`config.mk`:
```
export PLATFORM = sky130hd
export DESIGN_NAME = dic_device_flat
export DESIGN_NICKNAME = d
export VERILOG_FILES = /design/src/core/dic_pkg.sv /design/src/core/dic_if.sv /design/src/core/dic_device.sv /design/src/flat_wrapper.sv
export SDC_FILE = /design/constraint.sdc
export NUM_CORES = 2
export LEC_CHECK = 0
export BUFFER_PORTS_ARGS = -buffer_cell sky130_fd_sc_hd__clkbuf_2
export CAP_MARGIN = 20
export CORE_AREA = 2 2 456 458
export DETAILED_ROUTE_END_ITERATION = 6
export DIE_AREA = 0 0 458 460
export PLACE_DENSITY = 0.65
export SKIP_CTS_REPAIR_TIMING = 1
export SYNTH_ARGS = -nofsm -noshare
export SYNTH_HDL_FRONTEND = slang
export SYNTH_SLANG_ARGS = --single-unit
```
`constraint.sdc`:
```
create_clock -name ref_clk -period 5 [get_ports ref_clk]
set_input_delay 0.75 -clock ref_clk [delete_from_list [all_inputs] [get_ports ref_clk]]
set_output_delay 0.75 -clock ref_clk [all_outputs]
set_load 0.005 [all_outputs]
```
`src/core/dic_pkg.sv`:
```
// Package: constants and types shared by the digital input counter ends
// Notes on behaviour
// - Pattern read returns all sixteen levels
// - Channel n sits in word bit n
// - All inputs high reads minus one
// - Host resets block; channels go known
// - Rising edges count once each when selected
// - Other channels never bump this counter
// - Counters keep value across reselection
// - Selectable debounce filter with 10 Hz setting
// - Host arms interrupt: select 16, rising, enable
// - Armed interrupt fires on even rising edges
// - Identity lines; host refuses on mismatch
// - Falling edge mode counts falling transitions
// - Counters are 32-bit signed
// - Modulo mode wraps at N, 2..65535
package dic_pkg;
  localparam int          NUM_CH       = 16;
  localparam int          CNT_W        = 32;
  localparam int          CH_W         = 5;
  localparam logic [4:0]  IRQ_CH       = 5'h10;
  localparam int          CLK_HZ       = 125000000;
  localparam int          DEB_FAST_HZ  = 1000;
  localparam int          DEB_SLOW_HZ  = 10;
  // Filter settle time is half the setting's period
  localparam int          DEB_FAST_CYC = CLK_HZ / (2 * DEB_FAST_HZ);
  localparam int          DEB_SLOW_CYC = CLK_HZ / (2 * DEB_SLOW_HZ);
  localparam logic [15:0] MOD_MIN      = 16'h0002;
  localparam logic [15:0] ID_OK        = 16'h0A5C; // Arbitrary identity value
  localparam logic [15:0] RST_PATTERN  = 16'h0000;
  localparam logic [31:0] RST_COUNT    = 32'h0000_0000;

  typedef enum logic [2:0] {
    DIC_CMD_RESET,
    DIC_CMD_USE,
    DIC_CMD_EDGE,
    DIC_CMD_MODULO,
    DIC_CMD_INTERRUPT_INDICATOR_EN,
    DIC_CMD_INTERRUPT_INDICATOR_DIS,
    DIC_CMD_PAT_READ,
    DIC_CMD_CH_READ
  } dic_cmd_t;
endpackage : dic_pkg

```
`src/core/dic_if.sv`:
```
// Interface: command link between host controller and input block
`timescale 1ns/1ns
`default_nettype none
interface dic_if;
  import dic_pkg::*;
  logic        cmd_valid;
  dic_cmd_t    cmd_code;
  logic [31:0] cmd_arg;
  logic        rsp_valid;
  logic [31:0] rsp_data;
  logic        irq;
  logic [15:0] term_id;

  modport dev  (input cmd_valid, cmd_code, cmd_arg,
                output rsp_valid, rsp_data, irq, term_id);
  modport host (output cmd_valid, cmd_code, cmd_arg,
                input rsp_valid, rsp_data, irq, term_id);
endinterface : dic_if
`default_nettype wire

```
`src/core/dic_device.sv`:
```
// Device end: sixteen channel input sampler, filters and totalize counters
`timescale 1ns/1ns
`default_nettype none
module dic_device
  import dic_pkg::*;
#(
  parameter int FAST_CYC = DEB_FAST_CYC,
  parameter int SLOW_CYC = DEB_SLOW_CYC
) (
  input  wire logic              ref_clk,
  input  wire logic              rst_b,
  dic_if.dev                     link,
  input  wire logic [NUM_CH-1:0] field_in,
  input  wire logic              debounce_slow,
  input  wire logic [15:0]       term_id_pins
);
  // Filter counters are 27 bits wide
  if (FAST_CYC < 1 || SLOW_CYC < 1 || FAST_CYC >= 2**27 || SLOW_CYC >= 2**27) begin : g_bad_cyc
    $error("dic_device: bad debounce counts");
  end

  // ****************************************************************
  // Input synchronisers and debounce filters
  // ****************************************************************
  logic [NUM_CH-1:0] s1_r, s2_r, filt_r, prev_r;
  logic [NUM_CH-1:0] s1_nxt, s2_nxt, filt_nxt, prev_nxt;
  logic [26:0]       deb_r   [NUM_CH];
  logic [26:0]       deb_nxt [NUM_CH];
  logic [26:0]       deb_lim;
  logic [NUM_CH-1:0] rise, fall;

  always_comb begin
    deb_lim = debounce_slow ? 27'(SLOW_CYC - 1) : 27'(FAST_CYC - 1);
    s1_nxt   = field_in;
    s2_nxt   = s1_r;
    prev_nxt = filt_r;
    filt_nxt = filt_r;
    for (int i = 0; i < NUM_CH; i++) begin
      deb_nxt[i] = '0;
      if (s2_r[i] != filt_r[i]) begin
        if (deb_r[i] >= deb_lim) begin
          filt_nxt[i] = s2_r[i];
        end else begin
          deb_nxt[i] = deb_r[i] + 27'h0000001;
        end
      end
    end
    rise = filt_r & ~prev_r;
    fall = ~filt_r & prev_r;
  end

  always_ff @(posedge ref_clk or negedge rst_b) begin
    if (!rst_b) begin
      s1_r   <= '0;
      s2_r   <= '0;
      filt_r <= '0;
      prev_r <= '0;
      for (int i = 0; i < NUM_CH; i++) deb_r[i] <= '0;
    end else begin
      s1_r   <= s1_nxt;
      s2_r   <= s2_nxt;
      filt_r <= filt_nxt;
      prev_r <= prev_nxt;
      for (int i = 0; i < NUM_CH; i++) deb_r[i] <= deb_nxt[i];
    end
  end

  // ****************************************************************
  // Channel configuration and counters
  // ****************************************************************
  logic [CH_W-1:0]   sel_r, sel_nxt;
  logic [NUM_CH-1:0] armed_r, armed_nxt;
  logic [NUM_CH-1:0] fall_r, fall_mode_nxt;
  logic [NUM_CH-1:0] modon_r, modon_nxt;
  logic [15:0]       modn_r   [NUM_CH];
  logic [15:0]       modn_nxt [NUM_CH];
  logic [CNT_W-1:0]  cnt_r    [NUM_CH];
  logic [CNT_W-1:0]  cnt_nxt  [NUM_CH];
  logic              irq_edge_r, irq_edge_nxt;
  logic              irq_en_r, irq_en_nxt;
  logic              irq_r, irq_nxt;
  logic              rsp_v_r, rsp_v_nxt;
  logic [31:0]       rsp_d_r, rsp_d_nxt;
  logic              cmd;

  always_comb begin
    cmd           = link.cmd_valid;
    sel_nxt       = sel_r;
    armed_nxt     = armed_r;
    fall_mode_nxt = fall_r;
    modon_nxt     = modon_r;
    irq_edge_nxt  = irq_edge_r;
    irq_en_nxt    = irq_en_r;
    rsp_v_nxt     = 1'b0;
    rsp_d_nxt     = rsp_d_r;
    for (int i = 0; i < NUM_CH; i++) begin
      modn_nxt[i] = modn_r[i];
      cnt_nxt[i]  = cnt_r[i];
      // Each channel only sees its own edges; selection never clears
      if (armed_r[i] && (fall_r[i] ? fall[i] : rise[i])) begin
        if (modon_r[i] && cnt_r[i] >= {16'h0000, modn_r[i]} - 32'h1) begin
          cnt_nxt[i] = '0;
        end else begin
          cnt_nxt[i] = cnt_r[i] + 32'h1;
        end
      end
    end
    if (cmd) begin
      case (link.cmd_code)
        DIC_CMD_RESET: begin
          sel_nxt    = '0;
          armed_nxt  = '0;
          fall_mode_nxt = '0;
          modon_nxt  = '0;
          irq_en_nxt = 1'b0;
          irq_edge_nxt = 1'b0;
          for (int i = 0; i < NUM_CH; i++) begin
            cnt_nxt[i]  = RST_COUNT;
            modn_nxt[i] = '0;
          end
        end
        DIC_CMD_USE: begin
          // Whole argument compared so an oversized channel is ignored
          if (link.cmd_arg <= {27'h0000000, IRQ_CH}) sel_nxt = link.cmd_arg[CH_W-1:0];
        end
        DIC_CMD_EDGE: begin
          if (sel_r == IRQ_CH) begin
            irq_edge_nxt = link.cmd_arg[0];
          end else begin
            fall_mode_nxt[sel_r[3:0]] = link.cmd_arg[0];
            armed_nxt[sel_r[3:0]]     = 1'b1;
          end
        end
        DIC_CMD_MODULO: begin
          if (sel_r != IRQ_CH) begin
            modon_nxt[sel_r[3:0]] = link.cmd_arg[15:0] >= MOD_MIN;
            modn_nxt[sel_r[3:0]]  = link.cmd_arg[15:0];
            cnt_nxt[sel_r[3:0]]   = '0;
          end
        end
        DIC_CMD_INTERRUPT_INDICATOR_EN:  irq_en_nxt = 1'b1;
        DIC_CMD_INTERRUPT_INDICATOR_DIS: irq_en_nxt = 1'b0;
        DIC_CMD_PAT_READ: begin
          rsp_v_nxt = 1'b1;
          rsp_d_nxt = {{16{filt_r[15]}}, filt_r};
        end
        DIC_CMD_CH_READ: begin
          rsp_v_nxt = 1'b1;
          rsp_d_nxt = cnt_r[link.cmd_arg[3:0]];
        end
        default: rsp_v_nxt = 1'b0;
      endcase
    end
    // Pending until pattern read, disable or reset; set wins over a same-cycle read or disable
    irq_nxt = irq_r;
    // A set that won over a disable must not outlive the disabled cycle
    if (!irq_en_r || !irq_en_nxt) irq_nxt = 1'b0;
    if (cmd && link.cmd_code == DIC_CMD_PAT_READ) irq_nxt = 1'b0;
    if (irq_en_r && |((irq_edge_r ? fall : rise) & 16'h5555)) irq_nxt = 1'b1;
    if (cmd && link.cmd_code == DIC_CMD_RESET) irq_nxt = 1'b0;
  end

  always_ff @(posedge ref_clk or negedge rst_b) begin
    if (!rst_b) begin
      sel_r      <= '0;
      armed_r    <= '0;
      fall_r     <= '0;
      modon_r    <= '0;
      irq_edge_r <= 1'b0;
      irq_en_r   <= 1'b0;
      irq_r      <= 1'b0;
      rsp_v_r    <= 1'b0;
      rsp_d_r    <= '0;
      for (int i = 0; i < NUM_CH; i++) begin
        modn_r[i] <= '0;
        cnt_r[i]  <= RST_COUNT;
      end
    end else begin
      sel_r      <= sel_nxt;
      armed_r    <= armed_nxt;
      fall_r     <= fall_mode_nxt;
      modon_r    <= modon_nxt;
      irq_edge_r <= irq_edge_nxt;
      irq_en_r   <= irq_en_nxt;
      irq_r      <= irq_nxt;
      rsp_v_r    <= rsp_v_nxt;
      rsp_d_r    <= rsp_d_nxt;
      for (int i = 0; i < NUM_CH; i++) begin
        modn_r[i] <= modn_nxt[i];
        cnt_r[i]  <= cnt_nxt[i];
      end
    end
  end

  // ****************************************************************
  // Outputs
  // ****************************************************************
  logic [15:0] id_r, id_nxt;

  always_comb begin
    id_nxt = term_id_pins;
  end

  always_ff @(posedge ref_clk or negedge rst_b) begin
    if (!rst_b) begin
      id_r <= '0;
    end else begin
      id_r <= id_nxt;
    end
  end

  assign link.rsp_valid = rsp_v_r;
  assign link.rsp_data  = rsp_d_r;
  assign link.irq       = irq_r;
  assign link.term_id   = id_r;
endmodule : dic_device
`default_nettype wire

```
`src/flat_wrapper.sv`:
```
// flat-port wrapper written by rule: the top's interface ports become plain ports
module dic_device_flat import dic_pkg::*;
#(
  parameter int FAST_CYC = DEB_FAST_CYC,
  parameter int SLOW_CYC = DEB_SLOW_CYC
)
  (ref_clk, rst_b, field_in, debounce_slow, term_id_pins, link_cmd_valid, link_cmd_code, link_cmd_arg, link_rsp_valid, link_rsp_data, link_irq, link_term_id);
  dic_if link_i ();
  input  wire logic ref_clk;
  input  wire logic rst_b;
  input  wire logic [NUM_CH-1:0] field_in;
  input  wire logic debounce_slow;
  input  wire logic [15:0] term_id_pins;
  input wire logic [$bits(link_i.cmd_valid)-1:0] link_cmd_valid;
  input wire logic [$bits(link_i.cmd_code)-1:0] link_cmd_code;
  input wire logic [$bits(link_i.cmd_arg)-1:0] link_cmd_arg;
  output wire logic [$bits(link_i.rsp_valid)-1:0] link_rsp_valid;
  output wire logic [$bits(link_i.rsp_data)-1:0] link_rsp_data;
  output wire logic [$bits(link_i.irq)-1:0] link_irq;
  output wire logic [$bits(link_i.term_id)-1:0] link_term_id;
  assign link_i.cmd_valid = link_cmd_valid;
  assign link_i.cmd_code = link_cmd_code;
  assign link_i.cmd_arg = link_cmd_arg;
  assign link_rsp_valid = link_i.rsp_valid;
  assign link_rsp_data = link_i.rsp_data;
  assign link_irq = link_i.irq;
  assign link_term_id = link_i.term_id;
  dic_device #(.FAST_CYC(FAST_CYC), .SLOW_CYC(SLOW_CYC)) u_core (.ref_clk(ref_clk), .rst_b(rst_b), .link(link_i), .field_in(field_in), .debounce_slow(debounce_slow), .term_id_pins(term_id_pins));
endmodule
```
==> reports/results.tsv <==
stage	metric	value	unit
worst_hold_path	hold_class	input pin to flip-flop	
sta	drv_slew	0	
yosys	synth_most_common_cell	dfrtp_1	
clocking	cts_tree	built	
floorplanning	start_util	40.7	%
yosys	ys_seq_area_share	40.8	%
place	hpwl	176000	um
routing	met1_length	104000	um
floorplanning	die_w	458	um
clocking	root_buffer	clkbuf_16	
critical_path	cp_num_buf_inv	1	
final_layout	nFillCells	19145	
yosys	synth_area_leaders	dfrtp_1 41%, ha_1 11%, xor2_1 6.3%	
global_route	overflow	0	
pwr	seq_power_share	41.0	%
yosys	synth.distinct_cells	97	
final_layout	num-nets-final	9590	
yosys	synth_top_area_share	40.8	%
final_layout	drive_gt1_share	8.71	%
critical_path	cp_max_fo	32	
sta	whs	0.0395	ns
critical_path	cpMostUsedCell	nor4_2	
routing	top_layer	met5	
global_route	grtUsageTotal	22.7	%
sta	hold_viol_final	0	
yosys	ys_ff_latch	1369	
yosys	syn-cell-area	83900	sq um
yosys	synth_xor_area_share	11.1	%
yosys	synth_top_family_by_area	simple AND/OR/NAND/NOR gates	
sta	setup_viol	0	
yosys	synth_adder_area_share	11.5	%
place	portBuffers	120	
critical_path	worstSetupEndpointType	flip-flop	
routing	wl_met2	109000	um
yosys	synth_simple_gate_area_share	20.4	%
sta	finalCriticalPeriod	4.53	ns
critical_path	worst-setup-path-type	flip-flop to flip-flop	
pwr	p_int	0.0209	W
critical_path	cpMaxStageDelayCell	or4_1	
yosys	synth_top_cell_by_area	dfrtp_1	
yosys	synthArstFlopShare	100	%
routing	avgRoutedWirePerCell	20.9	um
yosys	avgSynthCellArea	9.78	sq um
critical_path	max_stage_delay	0.62	ns
pwr	switching_power	0.00831	W
critical_path	startpoint_type	flip-flop	
routing	first_iter_violations	5783	
yosys	muxShareOfSynthArea	4.13	%
global_route	grt_pass1_vias	65549	
global_route	grt_max_degree	106	
routing	routed_wl	242000	um
final_layout	syn_to_final_growth	12.1	%
sta	rsz0062_at_grt	no	
yosys	synth_common_cells	1369 x dfrtp_1, 1140 x nor2_1, 768 x ha_1	
routing	via_count	66419	
final_layout	fin_cells	11586	
routing	first_pass_iters	6	
pwr	vdd_ir_drop_max	397	uV
routing	routed-wl-met3	15900	um
floorplanning	row_count	167	
flow_run	cap_violations	0	
pwr	leakage	44.7	nW
yosys	synthCells	8580	
sta	skew	0.0374	ns
sta	fmax	221	MHz
floorplanning	core	206000	sq um
yosys	synth_edf_count	0	
floorplanning	io_pins	121	
sta	fin_crit_sh	90.6	%
pwr	switching_share	28.4	%
status	status	completed	
critical_path	crit_arrival	5.26	ns
yosys	yosysWarnings	0	
critical_path	path_cells	or4_1, nor4_2, or3b_2, nor4_2, nand2_1, ha_1, a21oi_1, nor2_1, a211oi_1, o21ai_0, o211ai_1, o2111ai_2, buf_4, nor3_1	
clocking	cts_made_buffers	159	
routing	detail-route-antenna-nets	0	
sta	finalSetupTns	0	ns
global_route	grt_pass1_wl	378000	um
critical_path	worstPathRequired	5.72	ns
clocking	clockBufferDepth	3	
critical_path	crit_family	simple AND/OR/NAND/NOR gates	
yosys	synth-main-ff-cell	dfrtp_1	
clocking	htree_levels	4	
sta	worstMarginPinSlew	1.17	ns
yosys	synth_compound_area_share	9.65	%
clocking	cts.clk_slew.worst_paths	0.06	ns
global_route	antenna_found_initial	15	
floorplanning	fp.dieH	460	um
final_layout	multiInputGateArea	47900	sq um
routing	vias_per_cell	5.73	
final_layout	regArea	34300	sq um
final_layout	final_core_util	45.6	%
routing	drc	0	
clocking	clock-sinks	1369	
floorplanning	die_area	211000	sq um
sta	worst_slew_margin_rel	21.3	%
clocking	clk_latency	0.83	ns
place	place_congestion	0.974	
pwr	clkPwrFrac	43.2	%
place	dp_cells	11283	
pwr	power_density	311	nW/um^2
pwr	power_frac_comb	15.8	%
-- power by group through the flow --
stage / clock, W / sequential (W) / combinational (W)
2_1_floorplan: 0 / 0.0120 / 0.00319
3_3_place_gp: 0 / 0.0121 / 0.00434
3_5_place_dp: 0 / 0.0122 / 0.00457
4_1_cts: 0.0129 / 0.0120 / 0.00460
5_1_grt: 0.0133 / 0.0120 / 0.00522
6_report: 0.0126 / 0.0120 / 0.00462
-- through the flow --
step	setup slack [ns]	total power [W]	cell area, sq um
final	0.468	0.0292	94000
after global routing	0.142	0.0306	94000
after CTS	0.511	0.0295	93900
after detailed placement	0.525	0.0167	88200
after global placement	0.709	0.0165	88200
after floorplan	-0.0506	0.0152	84100
-- logic make-up (layout without fill, tap and decap cells) --
logic type | count (synthesis) | after routing
simple gates | 3536 | 3536
compound gates | 1141 | 1141
other cells | 1 | 52
flops | 1369 | 1369
buf+inv | 485 | 736
fa+ha+maj | 768 | 768
mux | 215 | 215
xor+xnor | 1065 | 1065
-- metal layers --
layer | GRT usage, % | up-vias
met5 | 0 | -
met4 | 11.9 | 4
met3 | 3.46 | 517
met2 | 35.7 | 2021
met1 | 30.3 | 32863
li1 | - | 31014
-- state kept, by name, summed over array words and instances, names as in the netlist, 32 cells and up --
register and flops:
u_core.cnt_r 512, u_core.modn_r 256, u_core.deb_r 432, u_core.link.rsp_data 32
-- area by class of cell --
class / instances / area share [%]
tap: 2704 / 3.60
antenna: 4 / 0.0106
multi-input combinational: 6773 / 51.0
inverter: 170 / 0.683
clock buffer: 227 / 5.07
timing repair buffer: 278 / 2.24
clock inverter: 61 / 0.985
sequential: 1369 / 36.4
-- path summary, 6_finish.rpt --
kind                              startpoint                      to  slack (ns)  cells after the start
setup / recovery           u_core.modn_r[84]       u_core.cnt_r[185]        0.47                     14
hold / removal               term_id_pins[2]  u_core.link.term_id[2]        0.04                      1
setup reg to reg           u_core.modn_r[84]       u_core.cnt_r[185]        0.47                     14
hold reg to reg              u_core.s1_r[12]         u_core.s2_r[12]        0.34                      0
max in group asynchronous              rst_b        u_core.prev_r[5]        3.14                      5
min in group asynchronous              rst_b  u_core.link.term_id[2]        0.45                      2
-- layout by cell type (no fill, tap or decap), types with 176 or more instances in the layout --
master      n
ha_1      768
o21ai_0   176
a22o_1    232
nand2_1   701
a21oi_1   240
nor3_1    350
nand4_1   266
xnor2_1   463
nand3_1   388
nor2_1   1139
xor2_1    602
dfrtp_1  1369
No activity file was read; power rests on OpenSTA's default activity.
